## src/ptbi_pkg.sv

```systemverilog
// package: register map, field layout and divider ratios of the timebase
package ptbi_pkg;

  // ---------------------------------------------------------------
  // register map (byte addresses, one 32-bit word each)
  // ---------------------------------------------------------------
  localparam logic [3:0] PTBI_OFS_CTRL = 4'h0; // timebase_control
  localparam logic [3:0] PTBI_OFS_CFG  = 4'h4; // timebase_config

  // ---------------------------------------------------------------
  // timebase_control field positions, plus the one timebase_config bit
  // ---------------------------------------------------------------
  localparam int PTBI_POS_PEND = 7; // tick_pending_flag, read only
  localparam int PTBI_POS_RATE = 4; // tick_rate_select, bits 6:4
  localparam int PTBI_POS_ACK  = 3; // tick_acknowledge, write only
  localparam int PTBI_POS_IE   = 2; // tick_irq_enable
  localparam int PTBI_POS_ON   = 1; // tick_counter_on
  localparam int PTBI_POS_OSC  = 0; // osc_run_in_stop in timebase_config

  // ---------------------------------------------------------------
  // reset values
  // ---------------------------------------------------------------
  localparam logic [2:0] PTBI_RST_RATE = 3'h0;
  localparam logic       PTBI_RST_IE   = 1'b0;
  localparam logic       PTBI_RST_ON   = 1'b0;
  localparam logic       PTBI_RST_OSC  = 1'b0;

  // ---------------------------------------------------------------
  // divider ratio for each rate code, in crystal cycles
  // ---------------------------------------------------------------
  localparam int PTBI_DIV_0 = 32768;
  localparam int PTBI_DIV_1 = 8192;
  localparam int PTBI_DIV_2 = 2048;
  localparam int PTBI_DIV_3 = 128;
  localparam int PTBI_DIV_4 = 64;
  localparam int PTBI_DIV_5 = 32;
  localparam int PTBI_DIV_6 = 16;
  localparam int PTBI_DIV_7 = 8;
  localparam int PTBI_STAGES = 15; // divider chain length

  // software-visible control state
  typedef struct packed {
    logic [2:0] rate;   // tick_rate_select
    logic       irq_en; // tick_irq_enable
    logic       on;     // tick_counter_on
    logic       osc;    // osc_run_in_stop
  } ptbi_ctrl_t;

  // bus answer state
  typedef enum logic [0:0] {
    PTBI_IDLE = 1'b0,
    PTBI_ANS  = 1'b1
  } ptbi_bus_t;

endpackage : ptbi_pkg

```

## src/ptbi_top.sv

```systemverilog
// periodic timebase interrupt generator with Avalon-MM control register
//
// Implementation choices: the Avalon-MM interface to the registers and the register offsets.
`timescale 1ns/10ps
// Function
// - set pending flag on selected tap rollover
// - pending flag read only, reads current state
// - codes 0..2 divide 32768, 8192, 2048
// - codes 3..7 divide 128 down to 8
// - acknowledge bit always reads zero
// - writing one to acknowledge clears flag
// - request only when flag and enable set
// - reset clears irq enable and counter on
// - counter held at zero while off
// - counts in wait, registers blocked
// - in stop runs only with oscillator allowed
// - event during stop wakes the processor when irq enable is set
// - fifteen stages clocked by crystal clock
// - first event at half, then full period
module ptbi_top
  import ptbi_pkg::*;
#(
  parameter int STAGES = PTBI_STAGES // divider chain length
) (
  input  wire logic        ref_clk,          // system clock, 125 MHz
  input  wire logic        nrst,             // sync reset, active low
  input  wire logic [3:0]  avs_address,      // byte address
  input  wire logic        avs_read,         // read request
  input  wire logic        avs_write,        // write request
  input  wire logic [31:0] avs_writedata,    // write data
  input  wire logic [3:0]  avs_byteenable,   // byte lanes
  output logic      [31:0] avs_readdata,     // read data
  output logic             avs_waitrequest,  // stall, active high
  input  wire logic        crystal_clock,    // crystal, sampled
  input  wire logic        wait_mode,        // processor in wait
  input  wire logic        stop_mode,        // processor in stop
  output logic             tick_irq,         // interrupt request
  output logic             tick_wakeup,      // wakeup from stop
  output logic             tick_pending_flag // pending, for status
);

  // ---------------------------------------------------------------
  // elaboration check
  // ---------------------------------------------------------------
  if (STAGES != PTBI_STAGES) begin : g_bad_stages
    $error("ptbi_top: divider chain must have fifteen stages");
  end

  // ---------------------------------------------------------------
  // functions
  // ---------------------------------------------------------------
  // tap bit whose rising edge marks one event; bit k rises every
  // 2^(k+1) crystal cycles, so divide-by-N uses bit log2(N)-1
  function automatic logic [3:0] tap_of(input logic [2:0] rate);
    logic [3:0] t;
    t = 4'h0;
    case (rate)
      3'h0:    t = 4'(($clog2(PTBI_DIV_0)) - 1);
      3'h1:    t = 4'(($clog2(PTBI_DIV_1)) - 1);
      3'h2:    t = 4'(($clog2(PTBI_DIV_2)) - 1);
      3'h3:    t = 4'(($clog2(PTBI_DIV_3)) - 1);
      3'h4:    t = 4'(($clog2(PTBI_DIV_4)) - 1);
      3'h5:    t = 4'(($clog2(PTBI_DIV_5)) - 1);
      3'h6:    t = 4'(($clog2(PTBI_DIV_6)) - 1);
      3'h7:    t = 4'(($clog2(PTBI_DIV_7)) - 1);
      default: t = 4'h0;
    endcase
    return t;
  endfunction : tap_of

  // register address match on the word, ignoring the lane bits
  function automatic logic hit(input logic [3:0] a,
                               input logic [3:0] ofs);
    return a[3:2] == ofs[3:2];
  endfunction : hit

  // ---------------------------------------------------------------
  // state
  // ---------------------------------------------------------------
  ptbi_ctrl_t         ctrl_r;
  ptbi_bus_t          bus_r;
  logic [STAGES-1:0]  div_r;
  logic               xtal_r;
  logic               tap_r;
  logic               pend_r;
  logic               irq_r;
  logic               wake_r;
  logic [31:0]        rdata_r;

  logic               lowpwr;
  logic               run;
  logic               xtal_rise;
  logic               tap_now;
  logic               tick;
  logic               req;
  logic               commit_wr;
  logic               ack_wr;
  logic [31:0]        rd_val;

  // ---------------------------------------------------------------
  // bus slave: one wait cycle, then the answer
  // ---------------------------------------------------------------
  // while sleeping the processor cannot reach the register, so a
  // stray access completes normally but reads zero and writes nothing
  assign lowpwr = wait_mode | stop_mode;
  assign req    = avs_read | avs_write;
  assign commit_wr = (bus_r == PTBI_ANS) & avs_write & ~lowpwr;
  assign ack_wr = commit_wr & hit(avs_address, PTBI_OFS_CTRL) &
                  avs_byteenable[0] & avs_writedata[PTBI_POS_ACK];

  // answer sequencer
  always_ff @(posedge ref_clk) begin
    if (!nrst) begin
      bus_r <= PTBI_IDLE;
    end else begin
      case (bus_r)
        PTBI_IDLE: if (req) bus_r <= PTBI_ANS;
        PTBI_ANS:  bus_r <= PTBI_IDLE;
        default:   bus_r <= PTBI_IDLE;
      endcase
    end
  end

  // waitrequest high except in the answer cycle
  always_ff @(posedge ref_clk) begin
    if (!nrst) begin
      avs_waitrequest <= 1'b1;
    end else begin
      avs_waitrequest <= !((bus_r == PTBI_IDLE) && req);
    end
  end

  // read mux; acknowledge bit is never returned
  always_comb begin
    rd_val = 32'h0000_0000;
    if (!lowpwr) begin
      if (hit(avs_address, PTBI_OFS_CTRL)) begin
        rd_val[PTBI_POS_PEND] = pend_r;
        rd_val[PTBI_POS_RATE +: 3] = ctrl_r.rate;
        rd_val[PTBI_POS_ACK] = 1'b0;
        rd_val[PTBI_POS_IE] = ctrl_r.irq_en;
        rd_val[PTBI_POS_ON] = ctrl_r.on;
      end else if (hit(avs_address, PTBI_OFS_CFG)) begin
        rd_val[PTBI_POS_OSC] = ctrl_r.osc;
      end
    end
  end

  // read data captured in the wait cycle, stable at the answer edge
  always_ff @(posedge ref_clk) begin
    if (!nrst) begin
      rdata_r <= 32'h0000_0000;
    end else if ((bus_r == PTBI_IDLE) && avs_read) begin
      rdata_r <= rd_val;
    end
  end
  assign avs_readdata = rdata_r;

  // control register writes; the pending bit has no write path
  always_ff @(posedge ref_clk) begin
    if (!nrst) begin
      ctrl_r.rate   <= PTBI_RST_RATE;
      ctrl_r.irq_en <= PTBI_RST_IE;
      ctrl_r.on     <= PTBI_RST_ON;
      ctrl_r.osc    <= PTBI_RST_OSC;
    end else if (commit_wr && avs_byteenable[0]) begin
      if (hit(avs_address, PTBI_OFS_CTRL)) begin
        // rate changes while on are legal here but may skip a tick
        ctrl_r.rate   <= avs_writedata[PTBI_POS_RATE +: 3];
        ctrl_r.irq_en <= avs_writedata[PTBI_POS_IE];
        ctrl_r.on     <= avs_writedata[PTBI_POS_ON];
      end else if (hit(avs_address, PTBI_OFS_CFG)) begin
        ctrl_r.osc <= avs_writedata[PTBI_POS_OSC];
      end
    end
  end

  // ---------------------------------------------------------------
  // divider chain
  // ---------------------------------------------------------------
  // stop with the oscillator halted freezes the chain in place
  assign run = ctrl_r.on & ~(stop_mode & ~ctrl_r.osc);

  // crystal edge detect; the input is already synchronous
  always_ff @(posedge ref_clk) begin
    if (!nrst) begin
      xtal_r <= 1'b0;
    end else begin
      xtal_r <= crystal_clock;
    end
  end
  assign xtal_rise = crystal_clock & ~xtal_r;

  // count crystal edges; clear while off
  always_ff @(posedge ref_clk) begin
    if (!nrst) begin
      div_r <= '0;
    end else if (!ctrl_r.on) begin
      div_r <= '0;
    end else if (run && xtal_rise) begin
      div_r <= div_r + 1'b1;
    end
  end

  // rising edge of the tap: first after N/2, then every N
  assign tap_now = div_r[tap_of(ctrl_r.rate)];
  always_ff @(posedge ref_clk) begin
    if (!nrst) begin
      tap_r <= 1'b0;
    end else begin
      tap_r <= tap_now;
    end
  end
  assign tick = tap_now & ~tap_r & ctrl_r.on;

  // ---------------------------------------------------------------
  // pending flag, request and wakeup
  // ---------------------------------------------------------------
  // a tick in the same cycle as an acknowledge wins the flag
  always_ff @(posedge ref_clk) begin
    if (!nrst) begin
      pend_r <= 1'b0;
    end else if (tick) begin
      pend_r <= 1'b1;
    end else if (ack_wr) begin
      pend_r <= 1'b0;
    end
  end
  assign tick_pending_flag = pend_r;

  // level request while flag and enable both hold
  always_ff @(posedge ref_clk) begin
    if (!nrst) begin
      irq_r <= 1'b0;
    end else begin
      irq_r <= pend_r & ctrl_r.irq_en;
    end
  end
  assign tick_irq = irq_r;

  // wakeup from stop on a pending event with irq enable set
  always_ff @(posedge ref_clk) begin
    if (!nrst) begin
      wake_r <= 1'b0;
    end else begin
      wake_r <= stop_mode & pend_r & ctrl_r.irq_en;
    end
  end
  assign tick_wakeup = wake_r;
endmodule : ptbi_top

```

## config.mk

```make
export PLATFORM = sky130hd
export DESIGN_NAME = ptbi_top
export DESIGN_NICKNAME = d
export VERILOG_FILES = /design/src/ptbi_pkg.sv /design/src/ptbi_top.sv
export SDC_FILE = /design/constraint.sdc
export NUM_CORES = 1
export LEC_CHECK = 0
export ABC_CLOCK_PERIOD_IN_PS = 3100
export BUFFER_PORTS_ARGS = -buffer_cell sky130_fd_sc_hd__clkbuf_2
export CAP_MARGIN = 20
export CELL_PAD_IN_SITES_DETAIL_PLACEMENT = 1
export CELL_PAD_IN_SITES_GLOBAL_PLACEMENT = 2
export CORE_MARGIN = 4
export CORE_UTILIZATION = 28
export CTS_CLUSTER_DIAMETER = 100
export DETAILED_ROUTE_END_ITERATION = 8
export PLACE_DENSITY_LB_ADDON = 0.1
export REMOVE_ABC_BUFFERS = 1
export SYNTH_ARGS = -nofsm -noshare
export SYNTH_HDL_FRONTEND = slang
export SYNTH_SLANG_ARGS = --single-unit
export TNS_END_PERCENT = 1
```

## constraint.sdc

```tcl
create_clock -name ref_clk -period 3.1 [get_ports ref_clk]
set_clock_uncertainty 0.2 [all_clocks]
set_input_delay 0.62 -clock ref_clk [delete_from_list [all_inputs] [get_ports ref_clk]]
set_output_delay 0.62 -clock ref_clk [all_outputs]
set_load 0.05 [all_outputs]
```

==> impl_metrics.csv, run 1 <==
group,metric,value,unit
cells_and_area,antennaDiodeCount,0,
floorplan,fp-row-count,29,
place,preCtsSetupSlack,0.700,ns
yosys,yosys_most_used_dff,"dfxtp_1",
global_routing,grt_pass1_vias,1620,
timing,slew_headroom,59.7,%
routing,antenna_left,0,
yosys,yosysMostFrequentCell,"dfxtp_1",
power_and_ir_drop,p_per_area,476,mW/mm^2
floorplan,dieArea,0.00806,sq mm
place,portBuffers,27,
critical_path,startpoint_type,"flop",
timing,fin_ws,0.950,ns
clocking,clock-sinks,39,
cells_and_area,regArea,781,sq um
timing,max_freq,465,MHz
run_status,status,"completed",
critical_path,cp-end-kind,"flop",
timing,min_period,2.15,ns
critical_path,crit_chain,"ha_1, and4b_1, nand3_1, or4_1, a21oi_1",
critical_path,critical_path_class,"flop to flop",
critical_path,cp_slowest_stage_delay,0.58,ns
routing,vias,1500,
floorplan,start_util,29.1,%
yosys,syn_avg_cell_area,9.13,sq um
timing,slew_violations,0,
timing,final_hold_viol_count,0,
floorplan,core,0.00642,sq mm
critical_path,crit_path_max_fanout,8,
clocking,clkLatencyLatePin,0.29,ns
yosys,synthArstFlopShare,0,%
critical_path,critPathRequiredTime,3.11,ns
critical_path,arrival,2.16,ns
yosys,yosysTopAreaCellShare,41.7,%
yosys,ys_seq_area_share,41.7,%
routing,wl_per_cell,14.5,microns
routing,drc,0,
power_and_ir_drop,power_leakage,0.000820,uW
timing,tightest_slew,0.603,ns
critical_path,path_buf_inv,0,
timing,period_share,69.3,%
clocking,clk_pin_slew,0.07,ns
routing,drt-initial-drc-count,40,
global_routing,overflow,0,
critical_path,critical-path-top-delay-family,"simple AND/OR/NAND/NOR gates",
global_routing,grt_pass1_wl,8000,microns
place,dp_hpwl,3440,microns
clocking,cts-root-buf,"clkbuf_8",
power_and_ir_drop,ir_drop,0.179,mV
clocking,ctsResizeCount,0,
yosys,synth-edff-count,0,
cells_and_area,drive_gt1_share,18.9,%
floorplan,num_io_pins,83,
routing,drt_wl_total,4500,microns
yosys,ys_top_cells_by_area,"dfxtp_1 42%, buf_4 10%, nor2_1 4.0%",
global_routing,grt_use_total,12.0,%
global_routing,grt_start_max_net_pins,17,
clocking,postCtsSetupBuffers,0,
cells_and_area,multi_input_area,947,sq um
timing,finalSetupTns,0,ns
clocking,cts_tree,"done",
clocking,clk_path_buf_depth,2,
critical_path,slowest_stage,"or4_1",
place,place_congestion,0.711,
floorplan,die-height,89.8,microns
routing,firstDrtPassIters,4,
yosys,synth_largest_area_cell,"dfxtp_1",
clocking,htreeDepth,2,
run,maxCapViolCount,0,
clocking,numCtsBuffers,5,
cells_and_area,area_growth,10.8,%
global_routing,antenna_found_initial,0,
worst_hold_path,hold_path.class,"flop to flop",
floorplan,fp.dieW,89.8,microns
cells_and_area,fill_cells,767,
yosys,synth_common_cells,"39 x dfxtp_1, 25 x buf_4, 20 x nor2_1, 15 x nand2_1, 11 x a21oi_1",
timing,grt_setup_unrepaired,"false",
timing,setup_violations,0,
yosys,ys_types,42,
yosys,yosys_register_bits,39,
cells_and_area,num-nets-final,280,
yosys,syn_area,0.00187,sq mm
yosys,ys.warnings.count,0,
routing,via_per_inst,4.84,
yosys,postSynthCellCount,205,
clocking,cts_hold_buffers,0,
[cells by family after synthesis]
family	after synthesis	share of synthesized area [%]
buf+inv	35	12.5
fa+ha+maj	1	0.668
simple gates	80	23.5
other cells	1	0.200
xor+xnor	7	3.28
mux	9	6.82
compound gates	33	11.4
flops	39	41.7
[through the flow]
stage / power, uW / util [%] / cells / hold slack (ns) / cell area (sq um)
3_5_place_dp: 620 / 30.7 / 302 / 0.275 / 1970
5_1_grt: 1030 / 32.3 / 310 / 0.315 / 2070
2_1_floorplan: 599 / - / 198 / 0.241 / 1740
4_1_cts: 1010 / 32.3 / 310 / 0.288 / 2070
3_3_place_gp: 619 / 30.7 / 302 / 0.259 / 1970
6_report: 987 / 32.3 / 310 / 0.279 / 2070
[tightest hold or removal path: cells and delay by family, from the launching register on]
family / cells / cell delay, ns
AO/OA/AOI/OAI: 1 / 0.05
AND/OR/NAND/NOR: 1 / 0.06
flip-flops: 1 / 0.33
[layout make-up]
type                       instances  area share [%]
sequential                        39            37.6
clock buffer                       8            4.83
tap                               77            4.64
timing repair buffer              27            6.51
inverter                           4           0.724
multi-input combinational        155            45.7
[placed cells by master (no fill, tap or decap), types with 5 or more instances in the layout]
| cell type | count |
|---|---|
| dfxtp_1 | 39 |
| mux2i_1 | 6 |
| nand4_1 | 5 |
| nor2_1 | 20 |
| a21oi_1 | 11 |
| a22oi_1 | 6 |
| nand3_1 | 9 |
| and3_1 | 5 |
| clkbuf_8 | 7 |
| conb_1 | 25 |
| o21ai_0 | 5 |
| clkbuf_2 | 27 |
| nand2_1 | 15 |
| or3_1 | 5 |
[routing by layer]
| metal | vias up | routed length [microns] | global-route usage [%] |
|---|---|---|---|
| met1 | 711 | 1950 | 14.6 |
| met3 | 8 | 329 | 4.01 |
| li1 | 729 | - | - |
| met4 | 0 | 70 | 4.21 |
| met2 | 52 | 2140 | 19.8 |
| met5 | - | 0 | 0 |
[worst paths after layout]
check                               start   endpoint  slack (ns)  depth (start not counted)
worst max-delay path             div_r[0]  div_r[12]        0.95                          5
worst min-delay path            ctrl_r[2]  ctrl_r[2]        0.28                          2
worst max register to register   div_r[0]  div_r[12]        0.95                          5
worst min register to register  ctrl_r[2]  ctrl_r[2]        0.28                          2
[report_power, final]
part           internal [uW]  total [uW]  switching [uW]
clock                    203         379             175
sequential               504         505            1.56
combinational           13.8         104            89.8
total                    721         987             267
Note: power is estimated with default switching activity, not from simulation.
==> run 2: changes to the inputs <==
Settings changed: ABC_CLOCK_PERIOD_IN_PS 3100 to 2200, CORE_UTILIZATION 28 to 26.
Clock period 3.1 ns to 2.2 ns, I/O delays scaled along.
==> run 2 against run 1 <==
- total power increased by 38%
- fmax rose by 7.0%
- utilization down 0.71 points
- cell area grew 5.2%
- sequential power rose by 41%
- die area up 7.0%
- critical path depth is the same
- sequential share of layout area down 1.9 points
- via count up 0.67%
==> impl_metrics.csv, run 2 (same netlist as run 1, synthesis figures left out) <==
group,metric,value,unit
routing,wl_per_cell,13.4,microns
floorplan,start_util,27.1,%
timing,period_share,91.4,%
clocking,htreeDepth,2,
critical_path,crit_chain,"ha_1, and4b_1, nand3_2, or4_1, a21oi_1",
timing,min_period,2.01,ns
place,place_inst,333,
place,portBuffers,27,
clocking,cts_tree,"done",
cells_and_area,layout_common_cells,"39 x dfxtp_1, 27 x clkbuf_2, 25 x conb_1",
clocking,clk_path_buf_depth,2,
timing,finalSetupTns,0,ns
routing,via_per_inst,4.43,
routing,drt-initial-drc-count,23,
floorplan,die-height,92.9,microns
critical_path,arrival,2.04,ns
routing,drt_wl_total,4570,microns
clocking,clock-sinks,39,
clocking,postCtsSetupBuffers,0,
critical_path,critical_path_class,"flop to flop",
floorplan,fp-row-count,30,
power_and_ir_drop,p_per_area,623,mW/mm^2
run_status,status,"completed",
clocking,clk_pin_slew,0.08,ns
timing,max_freq,498,MHz
floorplan,dieArea,0.00862,sq mm
power_and_ir_drop,p_clk_share,36.4,%
critical_path,startpoint_type,"flop",
cells_and_area,antennaDiodeCount,0,
place,place_congestion,0.660,
cells_and_area,fill_cells,866,
critical_path,slowest_stage,"or4_1",
place,dp_hpwl,3510,microns
power_and_ir_drop,combPwrFrac,11.3,%
global_routing,grt_use_total,11.5,%
floorplan,core,0.00691,sq mm
cells_and_area,drive_gt1_share,23.7,%
critical_path,crit_path_max_fanout,8,
critical_path,cp_slowest_stage_delay,0.53,ns
timing,setup_violations,0,
power_and_ir_drop,p_int,955,uW
critical_path,cp-end-kind,"flop",
cells_and_area,num-nets-final,292,
cells_and_area,area_growth,16.6,%
floorplan,fp.dieW,92.9,microns
power_and_ir_drop,switching_share,29.7,%
routing,vias,1510,
timing,final_hold_viol_count,0,
routing,firstDrtPassIters,4,
worst_hold_path,hold_path.class,"input port to flop",
clocking,cts-root-buf,"clkbuf_8",
run,maxCapViolCount,0,
power_and_ir_drop,power_leakage,0.000866,uW
cells_and_area,layout_commonest_cell,"dfxtp_1",
global_routing,antenna_found_initial,0,
global_routing,grt_pass1_vias,1541,
clocking,clkLatencyLatePin,0.29,ns
routing,antenna_left,0,
global_routing,grt_pass1_wl,7760,microns
timing,grt_setup_unrepaired,"false",
critical_path,critPathRequiredTime,2.23,ns
global_routing,overflow,0,
power_and_ir_drop,ir_drop,0.194,mV
power_and_ir_drop,switchingPower,404,uW
clocking,numCtsBuffers,5,
power_and_ir_drop,pwr-share-seq,52.4,%
cells_and_area,final_cells,341,
routing,drc,0,
floorplan,num_io_pins,83,
global_routing,grt_start_max_net_pins,16,
timing,slew_violations,0,
-- run 2: per-layer routing --
layer / vias to the layer above / global-route usage, % / share of wire (%)
met4: 0 / 4.03 / 1.2
li1: 756 / - / -
met1: 713 / 14.7 / 48
met3: 5 / 3.17 / 5.3
met2: 36 / 18.4 / 45
met5: - / 0 / 0
-- run 2: final cells by class --
class	count	area [sq um]	area share, %
Timing Repair Buffer	39	225	10.3
Inverter	4	15.0	0.688
Clock buffer	5	68.8	3.15
Multi-Input combinational cell	155	952	43.6
Clock inverter	3	20.0	0.917
Sequential cell	39	781	35.8
Tap cell	96	120	5.50
-- run 2: what timing repair did --
item / CTS / global route
hold buffers: 0 / 0
gates resized for setup: 0 / 1
setup endpoints to repair: 0 / 2
-- run 2: path summary, 6_finish.rpt --
check | start | end | slack (ns) | depth (start not counted)
worst max-delay path | div_r[1] | div_r[14] | 0.19 | 5
worst max register to register | div_r[1] | div_r[14] | 0.19 | 5
worst min-delay path | avs_writedata[1] | ctrl_r[1] | 0.17 | 3
worst min register to register | ctrl_r[2] | ctrl_r[2] | 0.29 | 2
-- run 2: power by group through the flow --
stage | logic, uW | registers, uW | clock network, uW
CTS | 152 | 712 | 522
floorplan | 111 | 733 | 0
finish | 153 | 712 | 494
detailed placement | 152 | 728 | 0
global placement | 153 | 729 | 0
global route | 163 | 713 | 562
-- run 2: worst max-delay path, delay by kind of cell (launching register included) --
kind / cells / cell delay (ns)
adder cells (fa/ha/maj): 1 / 0.21
AND/OR/NAND/NOR: 3 / 0.97
AO/OA/AOI/OAI: 1 / 0.15
flip-flops: 1 / 0.42
-- run 2: per-stage QoR --
| stage | hold WS, ns | utilization (%) | setup WS, ns | total power (uW) | cell area (sq um) |
|---|---|---|---|---|---|
| floorplan | 0.241 | - | 0.281 | 844 | 1740 |
| global placement | 0.272 | 30.2 | 0.0862 | 881 | 2090 |
| detailed placement | 0.277 | 30.2 | 0.0961 | 881 | 2090 |
| CTS | 0.160 | 31.5 | 0.0616 | 1390 | 2180 |
| global route | 0.174 | 31.6 | 0.0224 | 1440 | 2180 |
| finish | 0.170 | 31.6 | 0.190 | 1360 | 2180 |
==> run 3: changes to the inputs <==
Settings changed: PLACE_DENSITY_LB_ADDON 0.1 to 0.05.
==> run 3 against run 2 <==
- clock-buffer cell count rose by 1
- worst hold slack improved by 0.025 ns
- die area unchanged
- global-route usage about the same
- combinational power fell by 3%
- via count rose by 0.13%
- register-to-register slack worse by 0.05 ns
- final cell count decreased by 1.2%
- total power fell by 0.67%
- critical path depth up 1
- sequential cell count stayed put
- highest routed layer unchanged
==> impl_metrics.csv, run 3 (same netlist as run 1, synthesis figures left out) <==
group,metric,value,unit
run_status,status,"completed",
place,dp_hpwl,3720,microns
routing,via_per_inst,4.49,
routing,drc,0,
run,maxCapViolCount,0,
floorplan,start_util,27.1,%
critical_path,cp-end-kind,"flop",
timing,final_hold_viol_count,0,
timing,finalSetupTns,0,ns
worst_hold_path,hold_path.class,"input port to flop",
place,portBuffers,27,
cells_and_area,area_growth,15.0,%
clocking,htreeDepth,2,
global_routing,grt_pass1_wl,7900,microns
timing,max_freq,485,MHz
global_routing,antenna_found_initial,0,
critical_path,critical_path_class,"flop to flop",
power_and_ir_drop,power_leakage,0.000856,uW
power_and_ir_drop,ir_drop,0.262,mV
clocking,clk_pin_slew,0.08,ns
cells_and_area,antennaDiodeCount,0,
place,place_inst,329,
routing,firstDrtPassIters,6,
clocking,cts_tree,"done",
critical_path,crit_chain,"ha_1, and4b_1, nand3_1, buf_4, or3_1, a21oi_1",
floorplan,die-height,92.9,microns
critical_path,critPathRequiredTime,2.21,ns
routing,antenna_left,0,
place,preCtsSetupSlack,0.0742,ns
power_and_ir_drop,p_per_area,627,mW/mm^2
clocking,cts_hold_buffers,0,
routing,vias,1512,
global_routing,grt_pass1_vias,1594,
floorplan,dieArea,0.00862,sq mm
timing,fin_ws,0.139,ns
timing,setup_violations,0,
timing,grt_setup_unrepaired,"false",
floorplan,fp.dieW,92.9,microns
cells_and_area,drive_gt1_share,22.0,%
timing,period_share,93.7,%
routing,wl_per_cell,13.9,microns
cells_and_area,layout_common_cells,"39 x dfxtp_1, 27 x clkbuf_2, 25 x conb_1",
clocking,cts-root-buf,"clkbuf_8",
clocking,clkLatencyLatePin,0.28,ns
global_routing,grt_start_max_net_pins,16,
timing,whs,0.195,ns
routing,drt_wl_total,4690,microns
cells_and_area,num-nets-final,289,
clocking,clk_path_buf_depth,2,
timing,slew_violations,0,
critical_path,startpoint_type,"flop",
clocking,numCtsBuffers,5,
cells_and_area,layout_commonest_cell,"dfxtp_1",
place,place_congestion,0.729,
global_routing,overflow,0,
floorplan,core,0.00691,sq mm
cells_and_area,fill_cells,838,
floorplan,num_io_pins,83,
clocking,clock-sinks,39,
timing,min_period,2.06,ns
critical_path,arrival,2.07,ns
critical_path,slowest_stage,"dfxtp_1",
critical_path,cp_slowest_stage_delay,0.42,ns
critical_path,crit_path_max_fanout,6,
cells_and_area,final_cells,337,
global_routing,grt_use_total,11.4,%
routing,drt-initial-drc-count,29,
clocking,ctsResizeCount,0,
floorplan,fp-row-count,30,
[run 3: cell types whose count changed in the layout (fill, tap and decap cells not counted)]
cell and delta:
buf_4 -3, clkinvlp_4 -2, nand3_2 -1, nand3_1 +1, clkbuf_8 +1
[run 3: area by class of cell]
| cell class | instances | area, sq um | area share, % |
|---|---|---|---|
| clock buffers | 6 | 82.6 | 3.83 |
| multi-input cells | 155 | 947 | 44.0 |
| clock inverters | 1 | 5.00 | 0.232 |
| well taps | 96 | 120 | 5.58 |
| inverters | 4 | 15.0 | 0.697 |
| flip-flops and latches | 39 | 781 | 36.3 |
| repair buffers | 36 | 203 | 9.41 |
[run 3: metrics by stage]
step / cell area, sq um / util (%) / total power [uW]
after floorplan: 1740 / - / 844
after global placement: 2060 / 29.8 / 875
after detailed placement: 2060 / 29.8 / 876
after CTS: 2150 / 31.1 / 1380
after global routing: 2150 / 31.2 / 1420
final: 2150 / 31.2 / 1350
[run 3: repair_timing]
action,4_1_cts,5_1_grt
buffers inserted,0,1
endpoints found under the hold margin,0,0
setup endpoints to repair,0,1
[run 3: worst max-delay path, delay by kind of cell (launching register included)]
kind                       cells  cell delay (ns)
adders and majority gates      1             0.20
AOI/OAI and AO/OA              1             0.15
buffers and inverters          1             0.22
DFF                            1             0.42
and+or+nand+nor                3             0.81
[run 3: metal layers]
metal	part of all wire, %	up-vias	track usage [%]
met5	0	-	0
met3	4.1	4	3.01
met2	51	33	20.0
li1	-	746	-
met4	0.90	0	2.56
met1	44	729	14.0
[run 3: path summary, 6_finish.rpt]
kind                    startpoint               to  slack (ns)  cells past startpoint
setup reg to reg          div_r[0]         div_r[8]        0.14                      6
hold reg to reg              bus_r  avs_waitrequest        0.28                      1
setup / recovery          div_r[0]         div_r[8]        0.14                      6
hold / removal    avs_writedata[0]        ctrl_r[0]        0.20                      3
[run 3: power breakdown]
group | switching, uW | internal, uW
Combinational | 127 | 21.0
Clock | 244 | 246
Sequential | 2.13 | 710
